## src/core/alti_defs.vh

```
`ifndef ALTI_DEFS_VH
`define ALTI_DEFS_VH

// Bus address: upper six bits fixed, seventh bit is the inverted chip select
`define ALTI_ADDR_HI 6'h3b

// Command bytes and fields
`define ALTI_CMD_RESET 8'h1e
`define ALTI_CMD_RESULT_READ 8'h00
`define ALTI_CMD_MEMORY_READ_FLAG 7
`define ALTI_CMD_CONVERSION_SELECT_FLAG 6
`define ALTI_CMD_TYPE_BIT 4
`define ALTI_CMD_FIELD_MSB 3
`define ALTI_CMD_FIELD_LSB 1
`define ALTI_CMD_STOP_BIT 0
`define ALTI_CMD_CONV_HI 3'h2
`define ALTI_CMD_CALIBRATION_MEMORY_HI 4'ha
`define ALTI_OSR_MAX 3'h4

// Calibration memory map (word index)
`define ALTI_CALIBRATION_MEMORY_FACTORY_SETUP_WORD 3'h0
`define ALTI_CALIBRATION_MEMORY_CALIB_WORD_1 3'h1
`define ALTI_CALIBRATION_MEMORY_CALIB_WORD_2 3'h2
`define ALTI_CALIBRATION_MEMORY_CALIB_WORD_3 3'h3
`define ALTI_CALIBRATION_MEMORY_CALIB_WORD_4 3'h4
`define ALTI_CALIBRATION_MEMORY_WORDS 8
`define ALTI_CALIBRATION_MEMORY_WORD_W 16
`define ALTI_CALIBRATION_MEMORY_CRC_WORD 3'h7
`define ALTI_CALIBRATION_MEMORY_CRC_LSB 0
`define ALTI_CALIBRATION_MEMORY_CRC_W 4
`define ALTI_CALIBRATION_MEMORY_RESET 16'h0000

// Read frame lengths in bytes
`define ALTI_RESULT_BYTES 2'h3
`define ALTI_CALIBRATION_MEMORY_BYTES 2'h2
`define ALTI_RESULT_RESET 24'h000000

`endif

```

## src/core/alti_calibration_memory.v

```verilog
`timescale 1ns/100ps
`include "alti_defs.vh"

module alti_calibration_memory #(
    parameter [127:0] CONTENTS = 128'h0
) (
    input wire clk,
    input wire arst_n,
    input wire load,
    input wire [2:0] addr,
    output reg [15:0] rd_data_q
);

    wire [127:0] flat;

    genvar i;
    generate
        for (i = 0; i < `ALTI_CALIBRATION_MEMORY_WORDS; i = i + 1) begin : g_word
            reg [15:0] word_q;
            always @(posedge clk or negedge arst_n) begin
                if (!arst_n) begin
                    word_q <= `ALTI_CALIBRATION_MEMORY_RESET;
                end else if (load) begin
                    word_q <= CONTENTS[i*16 +: 16];
                end
            end
            assign flat[i*16 +: 16] = word_q;
        end
    endgenerate

    always @(posedge clk or negedge arst_n) begin
        if (!arst_n) begin
            rd_data_q <= `ALTI_CALIBRATION_MEMORY_RESET;
        end else begin
            rd_data_q <= flat[addr*16 +: 16];
        end
    end

endmodule

```

## src/core/alti_conv.v

```verilog
`timescale 1ns/100ps

module alti_conv #(
    parameter BASE_CYCLES = 16384
) (
    input wire clk,
    input wire arst_n,
    input wire start,
    input wire abort,
    input wire [2:0] oversample_setting,
    output reg busy_q,
    output reg done_q
);

    reg [23:0] cnt_q;

    always @(posedge clk or negedge arst_n) begin
        if (!arst_n) begin
            cnt_q <= 24'h000000;
            busy_q <= 1'b0;
            done_q <= 1'b0;
        end else begin
            done_q <= 1'b0;
            if (abort) begin
                busy_q <= 1'b0;
                cnt_q <= 24'h000000;
            end else if (start && !busy_q) begin
                // Each oversampling step doubles the conversion time
                busy_q <= 1'b1;
                cnt_q <= (BASE_CYCLES[23:0] << oversample_setting) - 24'h000001;
            end else if (busy_q) begin
                if (cnt_q == 24'h000000) begin
                    busy_q <= 1'b0;
                    done_q <= 1'b1;
                end else begin
                    cnt_q <= cnt_q - 24'h000001;
                end
            end
        end
    end

endmodule

```

## src/core/alti_i2c.v

```verilog
// Summary of operation
// Frames open with a host start and close with a host stop.
// Answer address 111011C, C the inverted chip select; last bit is read/write.
// Reset command frame is accepted at any moment, aborting any activity.
// A stuck data line after failed power-up needs a power cycle by the host.
// A conversion command starts the conversion; busy until it finishes.
// Highest oversampling pressure conversion is one command byte in a write frame.
// Result read shifts out 24 bits, most significant byte first.
// After each returned byte wait for the host acknowledge bit.
// Host acknowledges all bytes but the last, then not-acknowledge and stop.
// Memory read: write frame with command, then read frame returning the word.
// Memory read command is 8 bits, answer is 16 bits MSB first.
// Calibration memory holds eight 16-bit words, chosen by a 3-bit field.
// Word 0 factory setup, words 1-6 coefficients, word 7 serial and check code.
// Coefficient words return as 16-bit unsigned values.
// Address field 011 returns the third coefficient word.
// Calibration memory carries a 4-bit check code for host validation.
// Host reads calibration memory once after every reset.
// Conversion byte: type bit plus 3-bit oversampling; 0x40-0x48, 0x50-0x58.
// Reset is 0x1e; memory reads 0xa0-0xae with address in bits 3 to 1.
// Reset reloads calibration memory into the internal register.
// Read with no fresh result returns zero; read during conversion corrupts it.
// Address bytes not matching the own address are not acknowledged.
`timescale 1ns/100ps
`include "alti_defs.vh"

module alti_i2c #(
    parameter CONV_BASE_CYCLES = 16384,
    parameter [127:0] CALIBRATION_MEMORY_CONTENTS = 128'h0003_0000_0000_0000_0000_0000_0000_0000
) (
    input wire clk,
    input wire arst_n,
    input wire scl_in,
    input wire sda_in,
    output wire sda_out,
    output reg sda_oe_q,
    input wire chip_select_pin,
    input wire [23:0] raw_pressure_result,
    input wire [23:0] raw_temperature_result,
    output wire conv_busy
);

    localparam [2:0] S_IDLE = 3'h0;
    localparam [2:0] S_ADDR = 3'h1;
    localparam [2:0] S_AACK = 3'h2;
    localparam [2:0] S_CMD = 3'h3;
    localparam [2:0] S_CACK = 3'h4;
    localparam [2:0] S_TX = 3'h5;
    localparam [2:0] S_TACK = 3'h6;

    reg scl_s1_q, scl_s2_q, scl_prev_q;
    reg sda_s1_q, sda_s2_q, sda_prev_q;
    reg cs_s1_q, cs_s2_q;

    reg [2:0] state_q;
    reg [2:0] cnt_q;
    reg [7:0] rx_q;
    reg rw_q;
    reg ack_ph_q;
    reg more_q;
    reg [1:0] left_q;
    reg [23:0] tx_q;
    reg cmd_stb_q;
    reg [7:0] cmd_q;
    reg rd_stb_q;

    reg [23:0] result_q;
    reg corrupt_q;
    reg conv_type_q;
    reg calibration_memory_mode_q;
    reg [2:0] calibration_memory_addr_q;
    reg calibration_memory_load_q;
    reg conv_start_q;
    reg [2:0] conv_osr_q;
    reg conv_abort_q;

    wire [15:0] calibration_memory_word;
    wire conv_done;
    wire [7:0] rx_byte;
    wire scl_rise;
    wire scl_fall;
    wire start_cond;
    wire stop_cond;
    wire addr_match;
    wire is_conv;
    wire is_calibration_memory;
    wire [23:0] frame;
    wire [1:0] frame_bytes;

    assign sda_out = 1'b0;
    assign scl_rise = scl_s2_q && !scl_prev_q;
    assign scl_fall = !scl_s2_q && scl_prev_q;
    assign start_cond = scl_s2_q && scl_prev_q && !sda_s2_q && sda_prev_q;
    assign stop_cond = scl_s2_q && scl_prev_q && sda_s2_q && !sda_prev_q;
    assign rx_byte = {rx_q[6:0], sda_s2_q};
    assign addr_match = (rx_byte[7:1] == {`ALTI_ADDR_HI, ~cs_s2_q});

    // Command decode: stop bit must be clear, field limited to legal values
    assign is_conv = (cmd_q[7:5] == `ALTI_CMD_CONV_HI) && !cmd_q[`ALTI_CMD_STOP_BIT]
        && (cmd_q[`ALTI_CMD_FIELD_MSB:`ALTI_CMD_FIELD_LSB] <= `ALTI_OSR_MAX);
    assign is_calibration_memory = (cmd_q[7:4] == `ALTI_CMD_CALIBRATION_MEMORY_HI) && !cmd_q[`ALTI_CMD_STOP_BIT];

    // A result read during conversion or without a fresh result yields zero
    assign frame = calibration_memory_mode_q ? {calibration_memory_word, 8'h00} :
        (conv_busy ? `ALTI_RESULT_RESET : result_q);
    assign frame_bytes = calibration_memory_mode_q ? `ALTI_CALIBRATION_MEMORY_BYTES : `ALTI_RESULT_BYTES;

    always @(posedge clk or negedge arst_n) begin
        if (!arst_n) begin
            scl_s1_q <= 1'b1;
            scl_s2_q <= 1'b1;
            scl_prev_q <= 1'b1;
            sda_s1_q <= 1'b1;
            sda_s2_q <= 1'b1;
            sda_prev_q <= 1'b1;
            cs_s1_q <= 1'b0;
            cs_s2_q <= 1'b0;
        end else begin
            scl_s1_q <= scl_in;
            scl_s2_q <= scl_s1_q;
            scl_prev_q <= scl_s2_q;
            sda_s1_q <= sda_in;
            sda_s2_q <= sda_s1_q;
            sda_prev_q <= sda_s2_q;
            cs_s1_q <= chip_select_pin;
            cs_s2_q <= cs_s1_q;
        end
    end

    // Bus engine: sample on clock rise, change the data line on clock fall
    always @(posedge clk or negedge arst_n) begin
        if (!arst_n) begin
            state_q <= S_IDLE;
            cnt_q <= 3'h0;
            rx_q <= 8'h00;
            rw_q <= 1'b0;
            ack_ph_q <= 1'b0;
            more_q <= 1'b0;
            left_q <= 2'h0;
            tx_q <= 24'h000000;
            sda_oe_q <= 1'b0;
            cmd_stb_q <= 1'b0;
            cmd_q <= 8'h00;
            rd_stb_q <= 1'b0;
        end else begin
            cmd_stb_q <= 1'b0;
            rd_stb_q <= 1'b0;
            if (stop_cond) begin
                state_q <= S_IDLE;
                sda_oe_q <= 1'b0;
            end else if (start_cond) begin
                state_q <= S_ADDR;
                cnt_q <= 3'h0;
                sda_oe_q <= 1'b0;
            end else if (scl_rise) begin
                case (state_q)
                    S_ADDR: begin
                        rx_q <= rx_byte;
                        cnt_q <= cnt_q + 3'h1;
                        if (cnt_q == 3'h7) begin
                            rw_q <= sda_s2_q;
                            ack_ph_q <= 1'b0;
                            state_q <= addr_match ? S_AACK : S_IDLE;
                        end
                    end
                    S_CMD: begin
                        rx_q <= rx_byte;
                        cnt_q <= cnt_q + 3'h1;
                        if (cnt_q == 3'h7) begin
                            cmd_q <= rx_byte;
                            cmd_stb_q <= 1'b1;
                            ack_ph_q <= 1'b0;
                            state_q <= S_CACK;
                        end
                    end
                    S_TX: begin
                        cnt_q <= cnt_q + 3'h1;
                        if (cnt_q == 3'h7) begin
                            state_q <= S_TACK;
                        end
                    end
                    S_TACK: begin
                        // Host not-acknowledge ends the read
                        if (!sda_s2_q && left_q != 2'h0) begin
                            more_q <= 1'b1;
                        end else begin
                            state_q <= S_IDLE;
                        end
                    end
                    default: begin
                        state_q <= state_q;
                    end
                endcase
            end else if (scl_fall) begin
                case (state_q)
                    S_AACK: begin
                        if (!ack_ph_q) begin
                            ack_ph_q <= 1'b1;
                            sda_oe_q <= 1'b1;
                        end else if (rw_q) begin
                            tx_q <= frame;
                            sda_oe_q <= ~frame[23];
                            left_q <= frame_bytes - 2'h1;
                            rd_stb_q <= 1'b1;
                            cnt_q <= 3'h0;
                            state_q <= S_TX;
                        end else begin
                            sda_oe_q <= 1'b0;
                            cnt_q <= 3'h0;
                            state_q <= S_CMD;
                        end
                    end
                    S_CACK: begin
                        if (!ack_ph_q) begin
                            ack_ph_q <= 1'b1;
                            sda_oe_q <= 1'b1;
                        end else begin
                            // Only one command byte per frame; the rest is ignored
                            sda_oe_q <= 1'b0;
                            state_q <= S_IDLE;
                        end
                    end
                    S_TX: begin
                        sda_oe_q <= ~tx_q[22];
                        tx_q <= {tx_q[22:0], 1'b0};
                    end
                    S_TACK: begin
                        if (more_q) begin
                            more_q <= 1'b0;
                            left_q <= left_q - 2'h1;
                            sda_oe_q <= ~tx_q[22];
                            tx_q <= {tx_q[22:0], 1'b0};
                            cnt_q <= 3'h0;
                            state_q <= S_TX;
                        end else begin
                            sda_oe_q <= 1'b0;
                        end
                    end
                    default: begin
                        sda_oe_q <= 1'b0;
                    end
                endcase
            end
        end
    end

    // Command execution and conversion result keeping
    always @(posedge clk or negedge arst_n) begin
        if (!arst_n) begin
            result_q <= `ALTI_RESULT_RESET;
            corrupt_q <= 1'b0;
            conv_type_q <= 1'b0;
            calibration_memory_mode_q <= 1'b0;
            calibration_memory_addr_q <= 3'h0;
            calibration_memory_load_q <= 1'b0;
            conv_start_q <= 1'b0;
            conv_osr_q <= 3'h0;
            conv_abort_q <= 1'b0;
        end else begin
            calibration_memory_load_q <= 1'b0;
            conv_start_q <= 1'b0;
            conv_abort_q <= 1'b0;
            if (cmd_stb_q && cmd_q == `ALTI_CMD_RESET) begin
                calibration_memory_load_q <= 1'b1;
                conv_abort_q <= 1'b1;
                corrupt_q <= 1'b0;
                calibration_memory_mode_q <= 1'b0;
                result_q <= `ALTI_RESULT_RESET;
            end else begin
                // A finishing conversion is kept even if a command other than reset lands in the same cycle
                if (conv_done) begin
                    result_q <= {24{corrupt_q}} ^
                        (conv_type_q ? raw_temperature_result : raw_pressure_result);
                    corrupt_q <= 1'b0;
                end else if (rd_stb_q && !calibration_memory_mode_q) begin
                    // Result is handed out once; a repeated read sees zero
                    result_q <= `ALTI_RESULT_RESET;
                    if (conv_busy) begin
                        corrupt_q <= 1'b1;
                    end
                end
                if (cmd_stb_q) begin
                    if (is_conv) begin
                        // A second start mid-conversion only spoils the running one
                        if (conv_busy) begin
                            corrupt_q <= 1'b1;
                        end else begin
                            conv_start_q <= 1'b1;
                            conv_osr_q <= cmd_q[`ALTI_CMD_FIELD_MSB:`ALTI_CMD_FIELD_LSB];
                            conv_type_q <= cmd_q[`ALTI_CMD_TYPE_BIT];
                            corrupt_q <= 1'b0;
                        end
                        calibration_memory_mode_q <= 1'b0;
                    end else if (is_calibration_memory) begin
                        calibration_memory_mode_q <= 1'b1;
                        calibration_memory_addr_q <= cmd_q[`ALTI_CMD_FIELD_MSB:`ALTI_CMD_FIELD_LSB];
                    end else if (cmd_q == `ALTI_CMD_RESULT_READ) begin
                        calibration_memory_mode_q <= 1'b0;
                    end
                end
            end
        end
    end

    alti_calibration_memory #(
        .CONTENTS(CALIBRATION_MEMORY_CONTENTS)
    ) u_calibration_memory (
        .clk(clk),
        .arst_n(arst_n),
        .load(calibration_memory_load_q),
        .addr(calibration_memory_addr_q),
        .rd_data_q(calibration_memory_word)
    );

    alti_conv #(
        .BASE_CYCLES(CONV_BASE_CYCLES)
    ) u_conv (
        .clk(clk),
        .arst_n(arst_n),
        .start(conv_start_q),
        .abort(conv_abort_q),
        .oversample_setting(conv_osr_q),
        .busy_q(conv_busy),
        .done_q(conv_done)
    );

endmodule

```

## config.mk

```make
export PLATFORM = sky130hd
export DESIGN_NAME = alti_i2c
export DESIGN_NICKNAME = d
export VERILOG_FILES = /design/src/core/alti_calibration_memory.v /design/src/core/alti_conv.v /design/src/core/alti_i2c.v
export VERILOG_INCLUDE_DIRS = /design/src /design/src/core
export SDC_FILE = /design/constraint.sdc
export NUM_CORES = 1
export LEC_CHECK = 0
export BUFFER_PORTS_ARGS = -buffer_cell sky130_fd_sc_hd__clkbuf_2
export CORE_ASPECT_RATIO = 1.5
export CORE_MARGIN = 3
export CORE_UTILIZATION = 25
export DETAILED_ROUTE_END_ITERATION = 10
export MAX_ROUTING_LAYER = met4
export PLACE_DENSITY = 0.44
export SETUP_SLACK_MARGIN = 0.1
export SLEW_MARGIN = 20
export SYNTH_ARGS = -nofsm -noshare
export SYNTH_HDL_FRONTEND = slang
export SYNTH_HIERARCHICAL = 1
export SYNTH_SLANG_ARGS = --single-unit
```

## constraint.sdc

```tcl
create_clock -name clk -period 3.3 [get_ports clk]
set_clock_uncertainty 0.2 [all_clocks]
set_input_delay 0.165 -clock clk [delete_from_list [all_inputs] [get_ports clk]]
set_output_delay 0.165 -clock clk [all_outputs]
set_load 0.01 [all_outputs]
```

==> reports/qor.tcl, run 1 <==
set qor(crit_path_start_kind) {register}
set qor(layout-drive-gt1-share_pct) 19.44
set qor(synth_enable_flop_cells) 0
set qor(layout_common_cells) {sky130_fd_sc_hd__dfrtp_1, sky130_fd_sc_hd__o21ai_0, sky130_fd_sc_hd__nand2_1, sky130_fd_sc_hd__clkbuf_2, sky130_fd_sc_hd__nor2_1}
set qor(ctsLongestPathBuffers) 2
set qor(routabilityCongestion) 0.8103
set qor(post_place_worst_slack_ps) 671.4
set qor(coreArea_sq_um) 26760
set qor(detailedRoute.firstPassIterationCount) 4
set qor(grt.met1_usage_pct) 15.22
set qor(count_of_mapped_cells_out_of_synthesis) 697
set qor(place_inst) 1060
set qor(synth.distinct_cells) 75
set qor(layout.cells.most_common) {sky130_fd_sc_hd__dfrtp_1}
set qor(grt_usage_pct) 13.15
set qor(grt.busiest_layer) {met2}
set qor(hold-worst-slack_ps) 18.35
set qor(drc_errors) 0
set qor(power_per_cell_area_nw_per_um2) 485.6
set qor(postSynth.asyncResetShare_pct) 100.0
set qor(timing_max_transition_violations_final) 0
set qor(clkLatencyLatePin_ps) 420
set qor(yosysWarningCount) 6
set qor(fmaxAchievable_mhz) 380.1
set qor(status) {finished, final reports clean}
set qor(routed_wl_um) 18280
set qor(finalHoldViolCount) 0
set qor(top_ports) 56
set qor(cp_cell_sequence) {or4_4, o41a_1, or3_1, a2111o_1, nand3_1}
set qor(pin_count_of_the_biggest_net_entering_global_routing) 69
set qor(die_x_um) 141.4
set qor(post_dp_cell_area_sq_um) 7450
set qor(p_leak_nw) 3.645
set qor(drt_iter0_drc) 307
set qor(final.setup.tns_ps) 0
set qor(groute.layer.met3.usage_pct) 2.175
set qor(num_rows) 73
set qor(combined_area_of_all_synthesized_cells_sq_um) 6870
set qor(nets) 839
set qor(power.total_mw) 4.101
set qor(worstSetupEndpointType) {register}
set qor(post_drt_wl_per_cell_um) 16.19
set qor(avgViaCountPerCell) 4.969
set qor(grt_pass1_vias) 5831
set qor(path_clk_slew_ps) 60
set qor(cp_top_family) {simple AND/OR/NAND/NOR gates}
set qor(grt_pass1_wl_um) 30500
set qor(min_period_over_period_pct) 79.73
set qor(clock_root_buffer) {sky130_fd_sc_hd__clkbuf_16}
set qor(dieArea_sq_um) 29550
set qor(die_height_um) 209.0
set qor(syn_to_final_growth_pct) 22.93
set qor(groute.layer.met2.usage_pct) 22.36
set qor(initial_core_util_pct) 25.67
set qor(cts_inserted_buffers) 17
set qor(grt_remaining_overflow) 0
set qor(required_arrival_time_at_the_worst_endpoint_ps) 3450
set qor(dpl.hpwl_um) 12370
set qor(num_antenna_cells) 0
set qor(hp-class) {primary input to register}
set qor(setup_repair_after_global_routing_missed_its_margin) {no}
set qor(numClockSinks) 123
set qor(final.min_clock_period_ps) 2631
set qor(timing.critical_path.fanout_max) 8
set qor(routed-via-count) 5610
set qor(postCtsSetupBuffers) 0
set qor(finish.cell_count_without_fillers) 1129
set qor(cp_num_buf_inv) 0
set qor(max_slew.worst_pin.slew_ps) 851.8
set qor(cts_max_level) 4
set qor(tritoncts) {built}
set qor(synth_seq_area_share_pct) 44.91
set qor(antenna_found_initial) 0
set qor(slowest_delay_ps) 560
set qor(avgSynthCellArea_sq_um) 9.857
set qor(crit_type) {register to register}
set qor(ir_worst_vdd_uv) 318.2
set qor(worstPathArrival_ps) 2780
set qor(final_critical_path_setup_slack_ps) 668.9
set qor(buffer_ports.inserted) 54
set qor(synth-seq-cells) 123
set qor(worst_slew_margin_rel_pct) 43.01
set qor(final_core_utilization_pct) 31.56
set qor(setup_viol) 0
set qor(final_area_sq_um) 8446
set qor(cpMaxStageDelayCell) {sky130_fd_sc_hd__or4_4}
set qor(yosys_most_used_dff) {sky130_fd_sc_hd__dfrtp_1}
set qor(drv_cap) 0
set qor(ant_nets) 0
## tightest hold or removal path, delay by kind of cell
family | cells | cell delay (ps)
AOI/OAI and AO/OA | 1 | 120
muxes | 1 | 90
xor gates and xnor gates | 1 | 150
buffers and inverters | 1 | 80
## cell usage after synthesis, drive strengths merged (4+ instances only)
library cell | count | area (sq um)
nand2 | 54 | 202.7
a31oi | 7 | 43.79
mux2i | 26 | 260.3
or3 | 6 | 37.54
and3 | 8 | 50.05
dfrtp | 117 | 2928
o311ai | 4 | 35.03
or4b | 4 | 43.79
o31ai | 4 | 30.03
clkbuf | 34 | 131.4
xnor2 | 26 | 227.7
or4 | 4 | 33.78
nor4b | 4 | 50.05
inv | 17 | 63.81
mux2 | 26 | 307.8
o211ai | 4 | 30.03
a21oi | 31 | 155.2
nand3 | 21 | 105.1
or2 | 9 | 56.30
nand3b | 4 | 30.03
ha | 7 | 87.58
nand4 | 7 | 43.79
o21ai | 64 | 320.3
nor3 | 15 | 75.07
dfstp | 6 | 157.7
buf | 27 | 201.4
a221o | 13 | 130.1
nor4 | 6 | 37.54
a311oi | 6 | 52.55
nor2 | 41 | 153.9
nand2b | 10 | 62.56
a22o | 29 | 254.0
nor2b | 4 | 25.02
## per-layer routing
metal,vias to the layer above,share of wire [%]
met1,2761,43
met2,102,51
met4,0,2.5
met3,30,2.8
li1,2717,-
met5,-,0
## kinds of logic (layout without fill, tap and decap cells)
logic type	Yosys count	after routing	synth area share [%]
AND/OR/NAND/NOR	208	208	16.06
AO/OA/AOI/OAI	198	198	19.91
multiplexers	52	52	8.268
buffers and inverters	78	160	5.773
flip-flops	123	123	44.91
other	2	15	0.1093
XOR/XNOR	29	29	3.697
adder cells (fa/ha/maj)	7	7	1.275
## power breakdown
group          switching [mW]  leakage (nW)  internal [mW]  total, mW
Combinational           0.178          1.74          0.190      0.368
Sequential              0.110          1.62           1.63       1.74
Clock                   0.726         0.293           1.27       1.99
## final timing paths
path	startpoint	endpoint	depth (start not counted)	slack (ps)
setup / recovery	u_conv/cnt_q[12]	u_conv/cnt_q[18]	5	670
hold / removal	raw_temperature_result[13]	result_q[13]	4	20
max in group asynchronous	arst_n	scl_prev_q	3	1990
hold reg to reg	cs_s1_q	cs_s2_q	0	150
min in group asynchronous	arst_n	u_conv/cnt_q[20]	2	70
setup reg to reg	u_conv/cnt_q[12]	u_conv/cnt_q[18]	5	670
## state kept, by name, indices dropped and copies added, names as in the netlist, 2 cells and up
name and count:
calibration_memory_addr_q 3, cmd_q 8, cnt_q 3, conv_osr_q 3, left_q 2, result_q 24
rx_q 7, state_q 3, tx_q 23, u_conv/cnt_q 24
## layout make-up
type | count | area, sq um
flip-flops and latches | 123 | 3085
clock inverters | 14 | 191.4
repair buffers | 111 | 809.5
fillers | 2777 | 18320
inverters | 17 | 63.81
well taps | 337 | 421.7
multi-input cells | 509 | 3445
clock buffers | 18 | 429.2
## repair_timing
action	CTS	global route
hold buffers	37	0
hold endpoints to repair	75	0
gates resized for setup	0	0
(Power assumes the default switching activity.)
==> run 2, diff against run 1 <==
clock period = 2.48 ns   (was 3.3 ns; I/O delays follow)
==> run 2 against run 1 <==
Count of clock-buffer cells in the layout is 1 lower. Routed wire length is 4.4% higher. Worst hold slack better by 14 ps. Total power is 40% higher. Critical path type unchanged. Critical endpoint unchanged. Largest power group unchanged.
==> reports/qor.tcl, run 2 (synthesized netlist as in run 1, its figures left out) <==
set qor(grt_remaining_overflow) 0 ;# unchanged
set qor(finish.cell_count_without_fillers) 1176 ;# was 1129
set qor(dpl.hpwl_um) 12840 ;# was 12370 um
set qor(worstPathArrival_ps) 2560 ;# was 2780 ps
set qor(crit_type) {register to register} ;# unchanged
set qor(ant_nets) 0 ;# unchanged
set qor(clock_root_buffer) {sky130_fd_sc_hd__clkbuf_16} ;# unchanged
set qor(worstSetupEndpointType) {register} ;# unchanged
set qor(timing_max_transition_violations_final) 0 ;# unchanged
set qor(cp_top_family) {simple AND/OR/NAND/NOR gates} ;# unchanged
set qor(drv_cap) 0 ;# unchanged
set qor(final.setup.tns_ps) 0 ;# unchanged
set qor(timing.critical_path.fanout_max) 4 ;# was 8
set qor(dieArea_sq_um) 29550 ;# unchanged
set qor(cpMaxStageDelayCell) {sky130_fd_sc_hd__or4_4} ;# unchanged
set qor(num_antenna_cells) 0 ;# unchanged
set qor(initial_core_util_pct) 25.67 ;# unchanged
set qor(required_arrival_time_at_the_worst_endpoint_ps) 2630 ;# was 3450 ps
set qor(final_area_sq_um) 8995 ;# was 8446 sq um
set qor(grt_pass1_wl_um) 31890 ;# was 30500 um
set qor(detailedRoute.firstPassIterationCount) 5 ;# was 4
set qor(setup_viol) 0 ;# unchanged
set qor(power_per_cell_area_nw_per_um2) 636.1 ;# was 485.6 nW/um^2
set qor(drt_iter0_drc) 227 ;# was 307
set qor(ir_worst_vdd_uv) 448.2 ;# was 318.2 uV
set qor(final_core_utilization_pct) 33.61 ;# was 31.56%
set qor(buffer_ports.inserted) 54 ;# unchanged
set qor(p_leak_nw) 3.919 ;# was 3.645 nW
set qor(fmaxAchievable_mhz) 416.0 ;# was 380.1 MHz
set qor(final.min_clock_period_ps) 2404 ;# was 2631 ps
set qor(cts_max_level) 4 ;# unchanged
set qor(top_ports) 56 ;# unchanged
set qor(crit_path_start_kind) {register} ;# unchanged
set qor(status) {finished, final reports clean} ;# unchanged
set qor(nets) 887 ;# was 839
set qor(avgViaCountPerCell) 4.975 ;# was 4.969
set qor(power.total_mw) 5.722 ;# was 4.101 mW
set qor(routabilityCongestion) 0.8103 ;# unchanged
set qor(routed_wl_um) 19080 ;# was 18280 um
set qor(numClockSinks) 123 ;# unchanged
set qor(min_period_over_period_pct) 96.92 ;# was 79.73%
set qor(clkLatencyLatePin_ps) 420 ;# about the same
set qor(layout.cells.most_common) {sky130_fd_sc_hd__dfrtp_1} ;# unchanged
set qor(setup_repair_after_global_routing_missed_its_margin) {yes} ;# was no
set qor(pin_count_of_the_biggest_net_entering_global_routing) 57 ;# was 69
set qor(layout_common_cells) {sky130_fd_sc_hd__dfrtp_1, sky130_fd_sc_hd__o21ai_0, sky130_fd_sc_hd__nand2_1, sky130_fd_sc_hd__clkbuf_2, sky130_fd_sc_hd__buf_4} ;# was sky130_fd_sc_hd__dfrtp_1, sky130_fd_sc_hd__o21ai_0, sky130_fd_sc_hd__nand2_1, sky130_fd_sc_hd__clkbuf_2, sky130_fd_sc_hd__nor2_1
set qor(grt_pass1_vias) 6148 ;# was 5831
set qor(largest_registers) {result_q: 24 flops, u_conv/cnt_q: 24 flops, tx_q: 23 flops} ;# unchanged
set qor(hp-class) {primary input to asynchronous set/reset pin} ;# was primary input to register
set qor(coreArea_sq_um) 26760 ;# unchanged
set qor(drc_errors) 0 ;# unchanged
set qor(worst_slew_margin_rel_pct) 55.11 ;# was 43.01%
set qor(routed-via-count) 5851 ;# was 5610
set qor(grt_usage_pct) 13.74 ;# was 13.15%
set qor(antenna_found_initial) 0 ;# unchanged
set qor(place_inst) 1092 ;# was 1060
set qor(die_height_um) 209.0 ;# unchanged
set qor(path_clk_slew_ps) 60 ;# about the same
set qor(max_slew.worst_pin.slew_ps) 671.7 ;# was 851.8 ps
set qor(die_x_um) 141.4 ;# unchanged
set qor(post_drt_wl_per_cell_um) 16.22 ;# was 16.19 um
set qor(syn_to_final_growth_pct) 30.92 ;# was 22.93%
set qor(num_rows) 73 ;# unchanged
set qor(slowest_delay_ps) 570 ;# was 560 ps
set qor(cp_num_buf_inv) 0 ;# unchanged
set qor(finalHoldViolCount) 0 ;# unchanged
set qor(tritoncts) {built} ;# unchanged
set qor(cp_cell_sequence) {or4_4, o41a_1, or3_1, a2111o_1, nand3_1} ;# unchanged
set qor(cts_inserted_buffers) 17 ;# unchanged
set qor(layout-drive-gt1-share_pct) 24.67 ;# was 19.44%
set qor(post_dp_cell_area_sq_um) 7734 ;# was 7450 sq um
set qor(ctsLongestPathBuffers) 2 ;# unchanged
-- run 2: area by class of cell --
| type | instances | area [sq um] |
|---|---|---|
| well taps | 337 | 421.7 |
| multi-input cells | 509 | 3528 |
| repair buffers | 159 | 1227 |
| inverters | 17 | 63.81 |
| clock buffers | 17 | 425.4 |
| fillers | 2741 | 17770 |
| flip-flops and latches | 123 | 3088 |
| clock inverters | 14 | 240.2 |
-- run 2: power breakdown --
group	internal [mW]	leakage, nW	total [mW]	switching (mW)
Sequential	2.17	1.61	2.32	0.144
Clock	1.89	0.321	2.86	0.970
Combinational	0.296	1.99	0.549	0.253
Total	4.35	3.92	5.72	1.37
-- run 2: per-stage QoR --
stage | setup WS [ps] | hold WS, ps
finish | 76.35 | 32.39
global route | 15.51 | 54.56
CTS | 43.60 | 8.278
detailed placement | 16.86 | -41.49
global placement | 77.37 | -43.59
floorplan | 96.85 | -371.6
-- run 2: metal layers --
metal	GRT usage (%)	wire, um	vias up	part of all wire [%]
li1	-	-	2815	-
met1	15.89	8329	2879	44
met2	23.10	9637	114	51
met3	2.198	495	43	2.6
met4	6.553	618	0	3.2
met5	-	0	-	0
-- run 2: worst paths after layout --
| path | from | to | slack [ps] | cells after the start |
|---|---|---|---|---|
| worst max register to register | u_conv/cnt_q[13] | u_conv/cnt_q[18] | 80 | 5 |
| max in group asynchronous | arst_n | sda_prev_q | 1300 | 3 |
| worst min-delay path | arst_n | u_conv/cnt_q[7] | 30 | 2 |
| worst min register to register | cs_s1_q | cs_s2_q | 150 | 0 |
| worst max-delay path | u_conv/cnt_q[13] | u_conv/cnt_q[18] | 80 | 5 |
| min in group clk | raw_pressure_result[23] | result_q[23] | 40 | 4 |
-- run 2: what timing repair did --
action / CTS / global route
endpoints found under the setup margin: 12 / 32
resized for setup: 3 / 12
hold buffers: 50 / 0
pin swaps: 0 / 4
hold endpoints to repair: 143 / 0
setup buffers: 0 / 3
cloned: 0 / 0
